$ cat config.mk
export PLATFORM = sky130hd
export DESIGN_NAME = rcf_reset_cause_flag_register
export DESIGN_NICKNAME = d
export VERILOG_FILES = /design/src/include/rcf_pkg.sv /design/src/hdl/rcf_reset_cause_flag_register.sv
export SDC_FILE = /design/constraint.sdc
export NUM_CORES = 1
export LEC_CHECK = 0
export ABC_AREA = 1
export BUFFER_PORTS_ARGS = -buffer_cell sky130_fd_sc_hd__buf_4
export CAP_MARGIN = 25
export CORE_UTILIZATION = 35
export CTS_BUF_LIST = sky130_fd_sc_hd__clkbuf_4 sky130_fd_sc_hd__clkbuf_8
export DETAILED_ROUTE_END_ITERATION = 8
export PLACE_DENSITY = 0.66
export SLEW_MARGIN = 20
export SYNTH_ARGS = -nofsm -noshare
export SYNTH_HDL_FRONTEND = slang
export SYNTH_SLANG_ARGS = --single-unit
$ cat constraint.sdc
create_clock -name clk -period 1.2 [get_ports clk]
set_input_delay 0.12 -clock clk [delete_from_list [all_inputs] [get_ports clk]]
set_output_delay 0.12 -clock clk [all_outputs]
set_load 0.05 [all_outputs]
$ cat src/include/rcf_pkg.sv
package rcf_pkg;
	localparam int RCF_DATA_W = 32;
	localparam int RCF_ADDR_W = 4;
	// Byte addresses of the word registers
	localparam logic [3:0] RCF_OFF_FLAGS = 4'h0;
	localparam logic [3:0] RCF_OFF_STBY = 4'h4;
	localparam logic [3:0] RCF_OFF_IRQ_STAT = 4'h8;
	localparam logic [3:0] RCF_OFF_IRQ_MASK = 4'hc;
	// Flag bit positions
	localparam int RCF_BIT_SW = 0;
	localparam int RCF_BIT_HW = 1;
	localparam int RCF_BIT_PWR = 2;
	localparam int RCF_BIT_DOG = 3;
	localparam int RCF_BIT_PIN = 4;
	localparam int RCF_FLAG_W = 5;
	localparam int RCF_BIT_SWREQ = 0;
	localparam logic [4:0] RCF_FLAGS_RST = 5'h00;
	localparam logic [4:0] RCF_MASK_RST = 5'h00;
	// Length of the internal reset pulse caused by the software request
	localparam int RCF_SWRST_CYC = 4;
	localparam logic [31:0] RCF_UNMAPPED_RD = 32'h0000_0000;
	typedef enum {RCF_IDLE, RCF_RDWAIT} rcf_bus_t;
endpackage : rcf_pkg

$ cat src/hdl/rcf_reset_cause_flag_register.sv
`timescale 1ns/1ps
`default_nettype none
module rcf_reset_cause_flag_register
	import rcf_pkg::*;
#(
	parameter int SWRST_CYC = RCF_SWRST_CYC
) (
	input wire logic clk, // Machine clock
	input wire logic rst, // Power-on or low-voltage reset, async high
	input wire logic pin_reset_evt, // Filtered external pin reset, one cycle
	input wire logic dog_timeout_evt, // Watchdog overflow, one cycle
	input wire logic [RCF_ADDR_W-1:0] avs_address, // Byte address
	input wire logic avs_read, // Read request
	input wire logic avs_write, // Write request
	input wire logic [RCF_DATA_W-1:0] avs_writedata, // Write data
	input wire logic [3:0] avs_byteenable, // Byte lanes
	output logic [RCF_DATA_W-1:0] avs_readdata, // Read data
	output logic avs_waitrequest, // Stall
	output logic sw_reset_out, // Software reset to the system, level
	output logic irq // Interrupt, level
);
	initial begin
		if (SWRST_CYC < 1 || SWRST_CYC > 255) $error("SWRST_CYC out of range");
	end

	// Flags are reset only by power-on or by a read or write of the flag register; other resets hold them
	logic [RCF_FLAG_W-1:0] flags_reg, flags_next;
	logic [RCF_FLAG_W-1:0] stat_reg, stat_next;
	logic [RCF_FLAG_W-1:0] mask_reg, mask_next;
	logic [7:0] swcnt_reg, swcnt_next;
	logic [RCF_DATA_W-1:0] rdata_reg, rdata_next;
	rcf_bus_t bus_reg, bus_next;
	logic por_pend_reg, por_pend_next;
	logic wr_en;
	logic sw_evt;

	function automatic logic hit(input logic [RCF_ADDR_W-1:0] a, input logic [3:0] off);
		hit = (a == off);
	endfunction : hit

	// Read answers one cycle after the request; writes complete at once
	assign wr_en = avs_write && avs_byteenable[0];
	assign avs_waitrequest = avs_read && bus_reg == RCF_IDLE;
	assign sw_evt = swcnt_reg == 8'(1);
	assign sw_reset_out = swcnt_reg != 8'h00;
	assign avs_readdata = rdata_reg;
	assign irq = |(stat_reg & mask_reg);

	always_comb begin
		logic [RCF_FLAG_W-1:0] ev;
		ev = '0;
		flags_next = flags_reg;
		stat_next = stat_reg;
		mask_next = mask_reg;
		swcnt_next = swcnt_reg;
		rdata_next = rdata_reg;
		bus_next = bus_reg;
		por_pend_next = 1'b0;
		// Software clears happen first so that a coinciding reset wins
		if (avs_write && hit(avs_address, RCF_OFF_FLAGS) && wr_en)
			flags_next = '0;
		if (avs_read && bus_reg == RCF_IDLE && hit(avs_address, RCF_OFF_FLAGS))
			flags_next = '0;
		if (por_pend_reg) begin
			flags_next[RCF_BIT_PWR] = 1'b1;
			flags_next[RCF_BIT_HW] = 1'b1;
			flags_next[RCF_BIT_SW] = 1'b0;
			ev[RCF_BIT_PWR] = 1'b1;
		end
		if (pin_reset_evt) begin
			flags_next[RCF_BIT_PIN] = 1'b1;
			flags_next[RCF_BIT_HW] = 1'b1;
			ev[RCF_BIT_PIN] = 1'b1;
		end
		if (dog_timeout_evt) begin
			flags_next[RCF_BIT_DOG] = 1'b1;
			flags_next[RCF_BIT_HW] = 1'b1;
			ev[RCF_BIT_DOG] = 1'b1;
		end
		if (sw_evt) begin
			flags_next[RCF_BIT_SW] = 1'b1;
			ev[RCF_BIT_SW] = 1'b1;
		end
		ev[RCF_BIT_HW] = ev[RCF_BIT_PWR] | ev[RCF_BIT_PIN] | ev[RCF_BIT_DOG];
		// Software reset request pulse
		if (swcnt_reg != 8'h00)
			swcnt_next = swcnt_reg - 8'(1);
		else if (avs_write && hit(avs_address, RCF_OFF_STBY) && wr_en && avs_writedata[RCF_BIT_SWREQ])
			swcnt_next = 8'(SWRST_CYC);
		if (avs_write && hit(avs_address, RCF_OFF_IRQ_MASK) && wr_en)
			mask_next = avs_writedata[RCF_FLAG_W-1:0];
		// Bus read path; status read clears, new events win
		case (bus_reg)
			RCF_IDLE: begin
				if (avs_read) begin
					bus_next = RCF_RDWAIT;
					if (hit(avs_address, RCF_OFF_FLAGS))
						rdata_next = {27'h0, flags_reg};
					else if (hit(avs_address, RCF_OFF_STBY))
						rdata_next = {31'h0, sw_reset_out};
					else if (hit(avs_address, RCF_OFF_IRQ_STAT)) begin
						rdata_next = {27'h0, stat_reg};
						stat_next = '0;
					end else if (hit(avs_address, RCF_OFF_IRQ_MASK))
						rdata_next = {27'h0, mask_reg};
					else
						rdata_next = RCF_UNMAPPED_RD;
				end
			end
			RCF_RDWAIT: begin
				bus_next = RCF_IDLE;
			end
			default: begin
				bus_next = RCF_IDLE;
			end
		endcase
		stat_next = stat_next | ev;
	end

	always_ff @(posedge clk or posedge rst) begin
		if (rst) begin
			flags_reg <= RCF_FLAGS_RST;
			stat_reg <= RCF_FLAGS_RST;
			mask_reg <= RCF_MASK_RST;
			swcnt_reg <= 8'h00;
			rdata_reg <= '0;
			bus_reg <= RCF_IDLE;
			por_pend_reg <= 1'b1;
		end else begin
			flags_reg <= flags_next;
			stat_reg <= stat_next;
			mask_reg <= mask_next;
			swcnt_reg <= swcnt_next;
			rdata_reg <= rdata_next;
			bus_reg <= bus_next;
			por_pend_reg <= por_pend_next;
		end
	end
endmodule : rcf_reset_cause_flag_register
`default_nettype wire

==> Word level (Yosys, flattened, before mapping) <==
Index checks and enable logic that the tools add are counted.
{ "totals": {"ff_bits": 88, "in_bits": 46, "wordCells": 68} }
{ "classes": {"addsub": 1, "eq_ne": 5, "muxes": 25, "bitwise_logic": 4, "n_reduce_logical": 22} }
{ "ops": {"columns": ["operator", "n"], "rows": [
  ["32-bit logical NOT", 2],
  ["32-bit two-way mux", 2],
  ["5-bit two-way mux", 11],
  ["8-bit two-way mux", 2],
  ["1-bit logical AND", 10],
  ["1-bit two-way mux", 9],
  ["3-bit nonzero test", 3],
  ["4-bit == test, second input constant", 2],
  ["8-bit by 1-bit == test with 1-bit output, second input constant", 1],
  ["8-bit nonzero test", 1],
  ["8-bit by 1-bit subtractor with 8-bit output, second input constant", 1],
  ["5-bit bitwise AND", 1],
  ["5-bit bitwise OR", 1],
  ["5-bit nonzero test", 1],
  ["5-bit OR reduction", 1],
  ["4-bit by 3-bit == test with 1-bit output, second input constant", 1],
  ["4-bit logical NOT", 1],
  ["4-bit nonzero test", 1],
  ["3-bit two-way mux", 1],
  ["2-bit != test, second input constant", 1],
  ["1-bit bitwise OR", 2],
  ["2-bit AND reduction", 1],
  ["2-bit nonzero test", 1]
]} }

==> Depth between registers and ports, before layout <==
Gate-level depths: netlist of the first run.
{ "depth": {"depth_word": 8, "ltp_mapped": 8, "depth_no_buf": 8} }

==> Least setup slack after synthesis of the first run <==
OpenSTA, ideal clock, no wires.
{ "synth_path": {"path_kind": "reg2reg", "startpoint": "register swcnt_reg[0]", "endpoint": "register swcnt_reg[7]", "arrival_ps": 1332, "required_time_ps": 1077, "path_slack_ps": -254, "stages_incl_launch_ff": 8, "n_path_buf": 0, "path_cell_list": "dfrtp_1 inv_1 ha_1 nand2_1 nor2_2 inv_1 nand2_1 xnor2_1"} }
{ "synth_via": {"elab_chain_len": 2, "word_cells_on_any_way": 4, "classes_between": "add/sub (1); mux (1); reduce/logical (2)"} }
{ "synth_rtl": {"columns": ["element", "line", "rtl"], "rows": [
  ["from (decl)", "rcf_reset_cause_flag_register.sv:30", "logic [7:0] swcnt_reg, swcnt_next;"],
  ["from (signal assigned)", "rcf_reset_cause_flag_register.sv:133", "swcnt_reg <= swcnt_next;"],
  ["8-bit nonzero test *", null, null],
  ["via sw_reset_out", "rcf_reset_cause_flag_register.sv:19", "output logic sw_reset_out,"],
  ["8-bit two-way mux or 2-bit nonzero test (tied branches)", null, null]
]} }
Mark *: on every way through the listed nets, which the timed path passes. The rest lies on a longest branch.
A chain may end at the register's enable or synchronous reset.

==> Worst setup path in the final report of the first run <==
{ "layout_path": {"startpoint": "register swcnt_reg[4]", "endpoint": "output port sw_reset_out"} }
{ "layout_via": {"elab_chain_len": 1} }
{ "layout_rtl": {"columns": ["element", "line", "rtl"], "rows": [
  ["8-bit nonzero test", "rcf_reset_cause_flag_register.sv:45", "assign sw_reset_out = swcnt_reg != 8'h00;"],
  ["to (decl)", "rcf_reset_cause_flag_register.sv:19", null]
]} }
No other way between the ends.

==> reports/results.ini, run 1 <==
[worst_setup_path]
start_kind=flip-flop
required_ps=1080
worstSetupEndpointType=primary output
crit_arrival_ps=1360
cp_max_fo=2
critical_path_class=reg -> out

[timing]
skew_ps=7.725
fin_ws_ps=-284.0
rsz0062_at_grt=true
slew_viol_final=0
period_share_pct=123.7
fmax_ghz=0.6739
finalHoldViolations=0
period_needed_ps=1484
finalSetupViolCount=10

[logic_synthesis]
synth.top_cell.area_share_pct=43.35
synth-edff-count=0
yosys_most_used_dff=dfrtp_1
synthCells=214
yosys.area.top_type=dfrtp_1
ys_top_cells_by_area=dfrtp_1 43%, buf_4 12%, nand2_1 9.4%, inv_1 7.0%, o21ai_0 6.9%
syn_area_um2=1674
synth_common_cells=42 x nand2_1, 31 x inv_1, 29 x dfrtp_1
ys_types=22
synth_most_common_cell=nand2_1
yosys_warnings=0
yosysSeqAreaShare_pct=44.92
ys_seq_elements=30
synth.avg_cell_area_um2=7.823
synthArstFlopShare_pct=100.0

[power]
power-per-cell-area_nw_per_um2=1888
swShare_pct=39.00
ir_worst_vdd_mv=0.7724
leakage_nw=1.233
power_switching_mw=1.707
pwr-share-clk_pct=19.3
comb_power_share_pct=48.5
p_total_mw=4.376
internal_power_mw=2.669
power_frac_seq_pct=32.3

[floorplanning]
fp.dieH_um=71.16
coreArea_um2=4474
start_util_pct=37.42
die_w_um=71.16
io_pins=81
die_area_um2=5064
rows=24

[run_status]
status=finished with violations
violations=DRC, setup timing

[placement]
portBuffers=23
preCtsSetupSlack_ps=-94.47
place.gp.congestion=0.7777
dp_hpwl_mm=2.387

[global_routing]
antenna_found_initial=0
busiest_layer=met2
gr-usage-met1_pct=17.87
gr-usage-met3_pct=2.422
grt_pass1_wl_mm=5.996
track_usage_pct=15.40
grt_max_degree=31
met2_usage_pct=26.35
grt_pass1_vias=1385
grt_overflow_total=0

[detailed_routing]
wl_per_cell_um=10.64
totalWireLength_mm=3.480
drc=3
dr.pass1.iters=8
vias=1426
viasPerCell=4.361
drt_iter0_drc=52
drtAntennaViolNets=0

[cts]
h-tree-depth=2
cts_max_path_buffers=2
clock_latency_ps=290
numCtsBuffers=5
cts.sinks=30
clkTransAtPathRegs_ps=70
cts_tree=yes
clock-root-buffer=clkbuf_8

[cells_and_area]
diodes=0
syn_to_final_growth_pct=38.42
nets=323
layout-drive-gt1-share_pct=32.36
largest_register_ff_count=8

[worst_hold_path]
hold_path.class=in -> reg

[job]
drv_cap=0

==> routing by layer <==
layer  part of all wire, %  up-vias
li1                      -      726
met1                    42      641
met2                    50       50
met3                   4.9        9
met4                   2.8        0
met5                     0        -
==> power groups by stage <==
stage | logic [mW] | registers (mW) | clock network, mW
2_1_floorplan | 0.887 | 1.47 | 0
3_3_place_gp | 1.43 | 1.38 | 0
3_5_place_dp | 1.47 | 1.38 | 0
4_1_cts | 1.83 | 1.38 | 0.865
5_1_grt | 2.31 | 1.44 | 0.920
6_report | 2.12 | 1.41 | 0.844
==> repair_timing <==
action | in CTS | in global routing
setup buffers | 7 | 7
hold buffers | 1 | 0
resized for setup | 25 | 22
endpoints found under the setup margin | 8 | 19
pin swaps | 9 | 8
hold endpoints to repair | 29 | 0
==> through the flow <==
stage | hold WS (ps) | std cells | instance area [um^2] | setup TNS (ps) | util, %
2_1_floorplan | 210.1 | 241 | 1787 | -277.4 | -
3_3_place_gp | 230.8 | 305 | 1941 | -221.9 | 43.37
3_5_place_dp | 234.7 | 305 | 1941 | -419.3 | 43.37
4_1_cts | 46.21 | 321 | 2193 | -1112 | 49.02
5_1_grt | 60.86 | 327 | 2317 | -2167 | 51.79
6_report | 50.35 | 327 | 2317 | -1546 | 51.79
==> cell families (layout without fill, tap and decap cells) <==
family                   after synthesis  in the layout  synth area share (%)
flip-flops                            30             30                 44.92
other                                  1             28                0.2240
AND/OR/NAND/NOR                       92             92                 23.54
buffers and inverters                 60             94                 20.03
XOR/XNOR                               2              2                 1.047
AO/OA/AOI/OAI                         26             26                 7.997
adder cells (fa/ha/maj)                3              3                 2.242
==> path summary, 6_finish.rpt <==
path | startpoint | to | slack [ps] | cells past startpoint
max | swcnt_reg[4] | sw_reset_out | -280 | 5
min | pin_reset_evt | flags_reg[4] | 50 | 3
max reg2reg | swcnt_reg[4] | swcnt_reg[2] | -210 | 9
min reg2reg | mask_reg[4] | mask_reg[4] | 510 | 2
max in group asynchronous | rst | por_pend_reg | 410 | 4
min in group asynchronous | rst | swcnt_reg[5] | 470 | 4
==> cells in the final DEF, fill, tap and decap left out, drive strengths merged, types with 2 or more instances in the layout <==
master    count
nand3        15
clkinvlp      2
ha            3
a21oi         2
dfrtp        29
inv          30
buf          54
clkbuf        6
o21ai        23
conb         28
nor3          3
nor2         30
nand2        42
==> area by class of cell <==
cell class / instances / area (um^2)
Fill cell: 422 / 2157
Multi-Input combinational cell: 151 / 828.3
Sequential cell: 30 / 752.0
Timing Repair Buffer: 55 / 456.7
Inverter: 31 / 120.1
Clock buffer: 6 / 82.58
Tap cell: 52 / 65.06
Clock inverter: 2 / 12.51
==> worst max-delay path, cell delays in order, from the launching register on <==
cell and delay (ps):
dfrtp_1 410, nor2_4 140, nand2_2 90, nor2_4 150, clkinvlp_4 120, buf_8 160
Note: power is estimated with default switching activity, not from simulation.
==> run 2: changes to the inputs <==
- PLACE_DENSITY: 0.66 -> 0.63
==> reports/results.ini, run 2 (same netlist as run 1, synthesis figures left out) <==
[run_status]
status=finished with violations
violations=DRC, setup timing

[detailed_routing]
drt_iter0_drc=104
dr.pass1.iters=6
viasPerCell=4.262
wl_per_cell_um=10.13
drtAntennaViolNets=0
drc=18
vias=1385
totalWireLength_mm=3.292

[cells_and_area]
nets=321
layout-drive-gt1-share_pct=30.04
largest_register_ff_count=8
mostFrequentLayoutCells=49 x buf_4, 38 x nand2_1, 29 x dfrtp_1
diodes=0
fin_util_pct=50.14
syn_to_final_growth_pct=34.01
final.fill_count=428
final_common_cell=buf_4

[floorplanning]
die_area_um2=5064
fp.dieH_um=71.16
io_pins=81
coreArea_um2=4474
die_w_um=71.16
rows=24
start_util_pct=37.42

[worst_setup_path]
crit_arrival_ps=1370
start_kind=flip-flop
crit_family=simple AND/OR/NAND/NOR gates
critPathSlowestCell=dfrtp_1
required_ps=1080
max_stage_delay_ps=390
critical_path_class=reg -> out
worstSetupEndpointType=primary output
cp_max_fo=2
crit_buf_inv=2
crit_chain=nor2_2 > nand2_2 > nor2_4 > clkinvlp_4 > buf_8

[power]
leakage_nw=1.207
internal_power_mw=2.768
pwr-share-clk_pct=24.6
swShare_pct=36.35
power_switching_mw=1.581
comb_power_share_pct=43.2
power_frac_seq_pct=32.2
power-per-cell-area_nw_per_um2=1938
p_total_mw=4.349
ir_worst_vdd_mv=0.6607

[timing]
hold_ws_ps=45.21
period_needed_ps=1493
period_share_pct=124.4
rsz0062_at_grt=true
finalSetupViolCount=10
finalHoldViolations=0
skew_ps=8.699
fin_ws_ps=-292.9
slew_viol_final=0
fmax_ghz=0.6698

[global_routing]
grt_overflow_total=0
grt_max_degree=31
antenna_found_initial=0
grt_pass1_vias=1274
grt_pass1_wl_mm=5.347
track_usage_pct=13.96

[worst_hold_path]
hold_path.class=in -> reg

[cts]
clock-root-buffer=clkbuf_8
cts.sinks=30
cts_tree=yes
clock_latency_ps=290
clkTransAtPathRegs_ps=70
h-tree-depth=2
numCtsBuffers=5
cts_max_path_buffers=2

[job]
drv_cap=0

[placement]
portBuffers=23
dp_hpwl_mm=2.350
place.gp.congestion=0.7690

[run 2: cell types whose count changed in the layout (fill, tap and decap cells not counted), sizes merged]
cell,delta
buf,-2
bufinv,+1
clkbuf,+1
clkinv,-1
clkinvlp,-1
[run 2: metrics by stage]
stage               setup WS, ps  area (um^2)  setup TNS [ps]  cells
detailed placement        -107.3         1956          -533.6    307
global route              -365.5         2243           -2095    325
CTS                       -276.3         2201           -1027    322
global placement          -83.39         1956          -323.6    307
finish                    -292.9         2243           -1243    325
floorplan                 -234.6         1787          -277.4    241
[run 2: layout make-up]
cell class                 count  area (um^2)  share of cell area, %
multi-input combinational    151        770.7                  34.36
sequential                    30        752.0                  33.52
timing repair buffer          53        415.4                  18.52
inverter                      31        120.1                  5.354
clock buffer                   7        90.09                  4.016
tap                           52        65.06                  2.900
clock inverter                 1        30.03                  1.339
[run 2: layer usage]
layer	GRT usage [%]	vias to the layer above	routed length [um]
li1	-	719	-
met1	16.92	614	1521
met2	22.54	43	1536
met3	3.419	9	140
met4	8.222	0	93
met5	0	-	0
[run 2: path summary, 6_finish.rpt]
path,from,to,slack (ps),cells past startpoint
min in group asynchronous,rst,avs_readdata[2],470,4
min,dog_timeout_evt,stat_reg[3],50,3
min reg2reg,mask_reg[4],mask_reg[4],510,2
max,swcnt_reg[7],sw_reset_out,-290,5
max in group asynchronous,rst,por_pend_reg,410,4
max reg2reg,swcnt_reg[7],swcnt_reg[5],-160,8
[run 2: power by group through the flow]
stage	Clock [mW]	Combinational, mW	Sequential [mW]
CTS	1.10	1.75	1.38
finish	1.07	1.88	1.40
global placement	0	1.46	1.37
floorplan	0	0.887	1.47
detailed placement	0	1.49	1.38
global route	1.14	2.07	1.42
[run 2: timing repair]
action	in CTS	in global routing
endpoints found under the hold margin	29	0
pin swaps	3	8
endpoints found under the setup margin	10	21
setup buffers	6	3
resized for setup	18	8
cloned	0	0
hold buffers	1	0
[run 2: tightest hold or removal path, stage by stage]
cell and delay [ps]:
buf_4 80, inv_1 40, o21ai_0 60
==> run 3: changes to the inputs <==
- CORE_UTILIZATION: 35 -> 30
- PLACE_DENSITY: 0.63 -> 0.55
==> reports/results.ini, run 3 (same netlist as run 1, synthesis figures left out) <==
[worst_setup_path]
rr_startpoint=swcnt_reg[1]
rrSetupSlack_ps=-200
start_kind=flip-flop
crit_chain=inv_2 > ha_4 > nand2_4 > nor2_4 > clkinvlp_4 > buf_8
r2r-end=swcnt_reg[2]
max_stage_delay_ps=390
crit_arrival_ps=1350
critical_path_class=reg -> out
worstSetupEndpointType=primary output
critPathSlowestCell=dfrtp_1
required_ps=1080
reg2reg_depth=10
cp_max_fo=2

[timing]
fmax_ghz=0.6822
hold_ws_ps=40.50
finalSetupViolCount=10
fin_ws_ps=-265.9
rsz0062_at_grt=true
final.setup.tns_ps=-1333
skew_ps=3.838
slew_viol_final=0
finalHoldViolations=0
period_share_pct=122.2
period_needed_ps=1466

[detailed_routing]
vias=1417
viasPerCell=4.119
wl_per_cell_um=9.939
drtAntennaViolNets=0
dr.pass1.iters=5
totalWireLength_mm=3.419
drt_iter0_drc=67
drc=0

[placement]
place.gp.congestion=0.7463
dpl_cell_area_um2=1971
dp_hpwl_mm=2.413
portBuffers=23
dp_cells=324

[cells_and_area]
largest_register_ff_count=8
final_common_cell=buf_4
final.fill_count=530
mostFrequentLayoutCells=46 x buf_4, 37 x nand2_1, 29 x dfrtp_1
final_area_um2=2371
fin_cells=344
diodes=0
nets=322
layout-drive-gt1-share_pct=33.58
fin_util_pct=45.27
syn_to_final_growth_pct=41.63

[run_status]
status=finished with violations
violations=setup timing

[global_routing]
grt_overflow_total=0
track_usage_pct=12.15
antenna_found_initial=0
grt_pass1_vias=1285
grt_pass1_wl_mm=5.623
grt_max_degree=31

[floorplanning]
start_util_pct=31.96
coreArea_um2=5238
fp.dieH_um=76.70
io_pins=81
die_w_um=76.70
die_area_um2=5883
rows=26

[power]
power-per-cell-area_nw_per_um2=1988
leakage_nw=1.241
ir_worst_vdd_mv=0.6427

[worst_hold_path]
hold_path.startpoint=pin_reset_evt
hold_depth=3
hold_path.class=in -> reg
min_to=flags_reg[4]

[cts]
h-tree-depth=2
clock-root-buffer=clkbuf_8
clkTransAtPathRegs_ps=70
cts.sinks=30
cts_max_path_buffers=2
cts_tree=yes
clock_latency_ps=290
numCtsBuffers=5

[job]
drv_cap=0

-- run 3: routing by layer --
layer  vias to the layer above  share of wire [%]  wire, um  global-route usage [%]
met5                         -                  0         0                       0
met4                         0                1.8        60                   5.577
met3                         5                5.4       184                   2.738
met2                        53                 48      1642                   19.91
met1                       635                 45      1531                   15.12
li1                        724                  -         -                       -
-- run 3: stage by stage --
| stage | worst slack (ps) | total power, mW |
|---|---|---|
| floorplan | -234.6 | 2.356 |
| global placement | -89.47 | 2.825 |
| detailed placement | -97.31 | 2.850 |
| CTS | -274.0 | 4.453 |
| global route | -318.0 | 5.000 |
| finish | -265.9 | 4.713 |
-- run 3: final cells by class --
class	count	area, um^2	area share (%)
clock buffer	6	82.58	3.483
inverter	31	120.1	5.066
multi-input combinational	151	830.8	35.04
sequential	30	752.0	31.72
timing repair buffer	54	437.9	18.47
tap	70	87.58	3.694
clock inverter	2	60.06	2.533
-- run 3: where the power goes --
group | leakage (nW) | internal (mW) | switching, mW
registers | 0.340 | 1.24 | 0.142
clock network | 0.0714 | 0.885 | 0.392
logic | 0.830 | 0.902 | 1.15
total | 1.24 | 3.03 | 1.69
-- run 3: repair_timing --
item | in CTS | in global routing
hold buffers | 1 | 0
gates cloned | 0 | 1
pin swaps | 4 | 13
resized for setup | 19 | 26
endpoints found under the hold margin | 29 | 0
buffers inserted | 5 | 6
endpoints found under the setup margin | 8 | 19
-- run 3: worst max path at each step --
stage,start,endpoint,slack (ps),cells after the start
after floorplan,swcnt_reg[0],swcnt_reg[7],-230,7
after global placement,swcnt_reg[5],swcnt_reg[2],-90,7
after detailed placement,swcnt_reg[5],swcnt_reg[2],-100,7
after CTS,swcnt_reg[0],sw_reset_out,-270,6
after global routing,swcnt_reg[6],sw_reset_out,-320,5
final,swcnt_reg[1],sw_reset_out,-270,6
-- run 3: worst max-delay path, delay by kind of cell, from the launching register on --
family / cells / cell delay (ps)
DFF: 1 / 390
adders and majority gates: 1 / 140
buffers and inverters: 3 / 350
and+or+nand+nor: 2 / 170
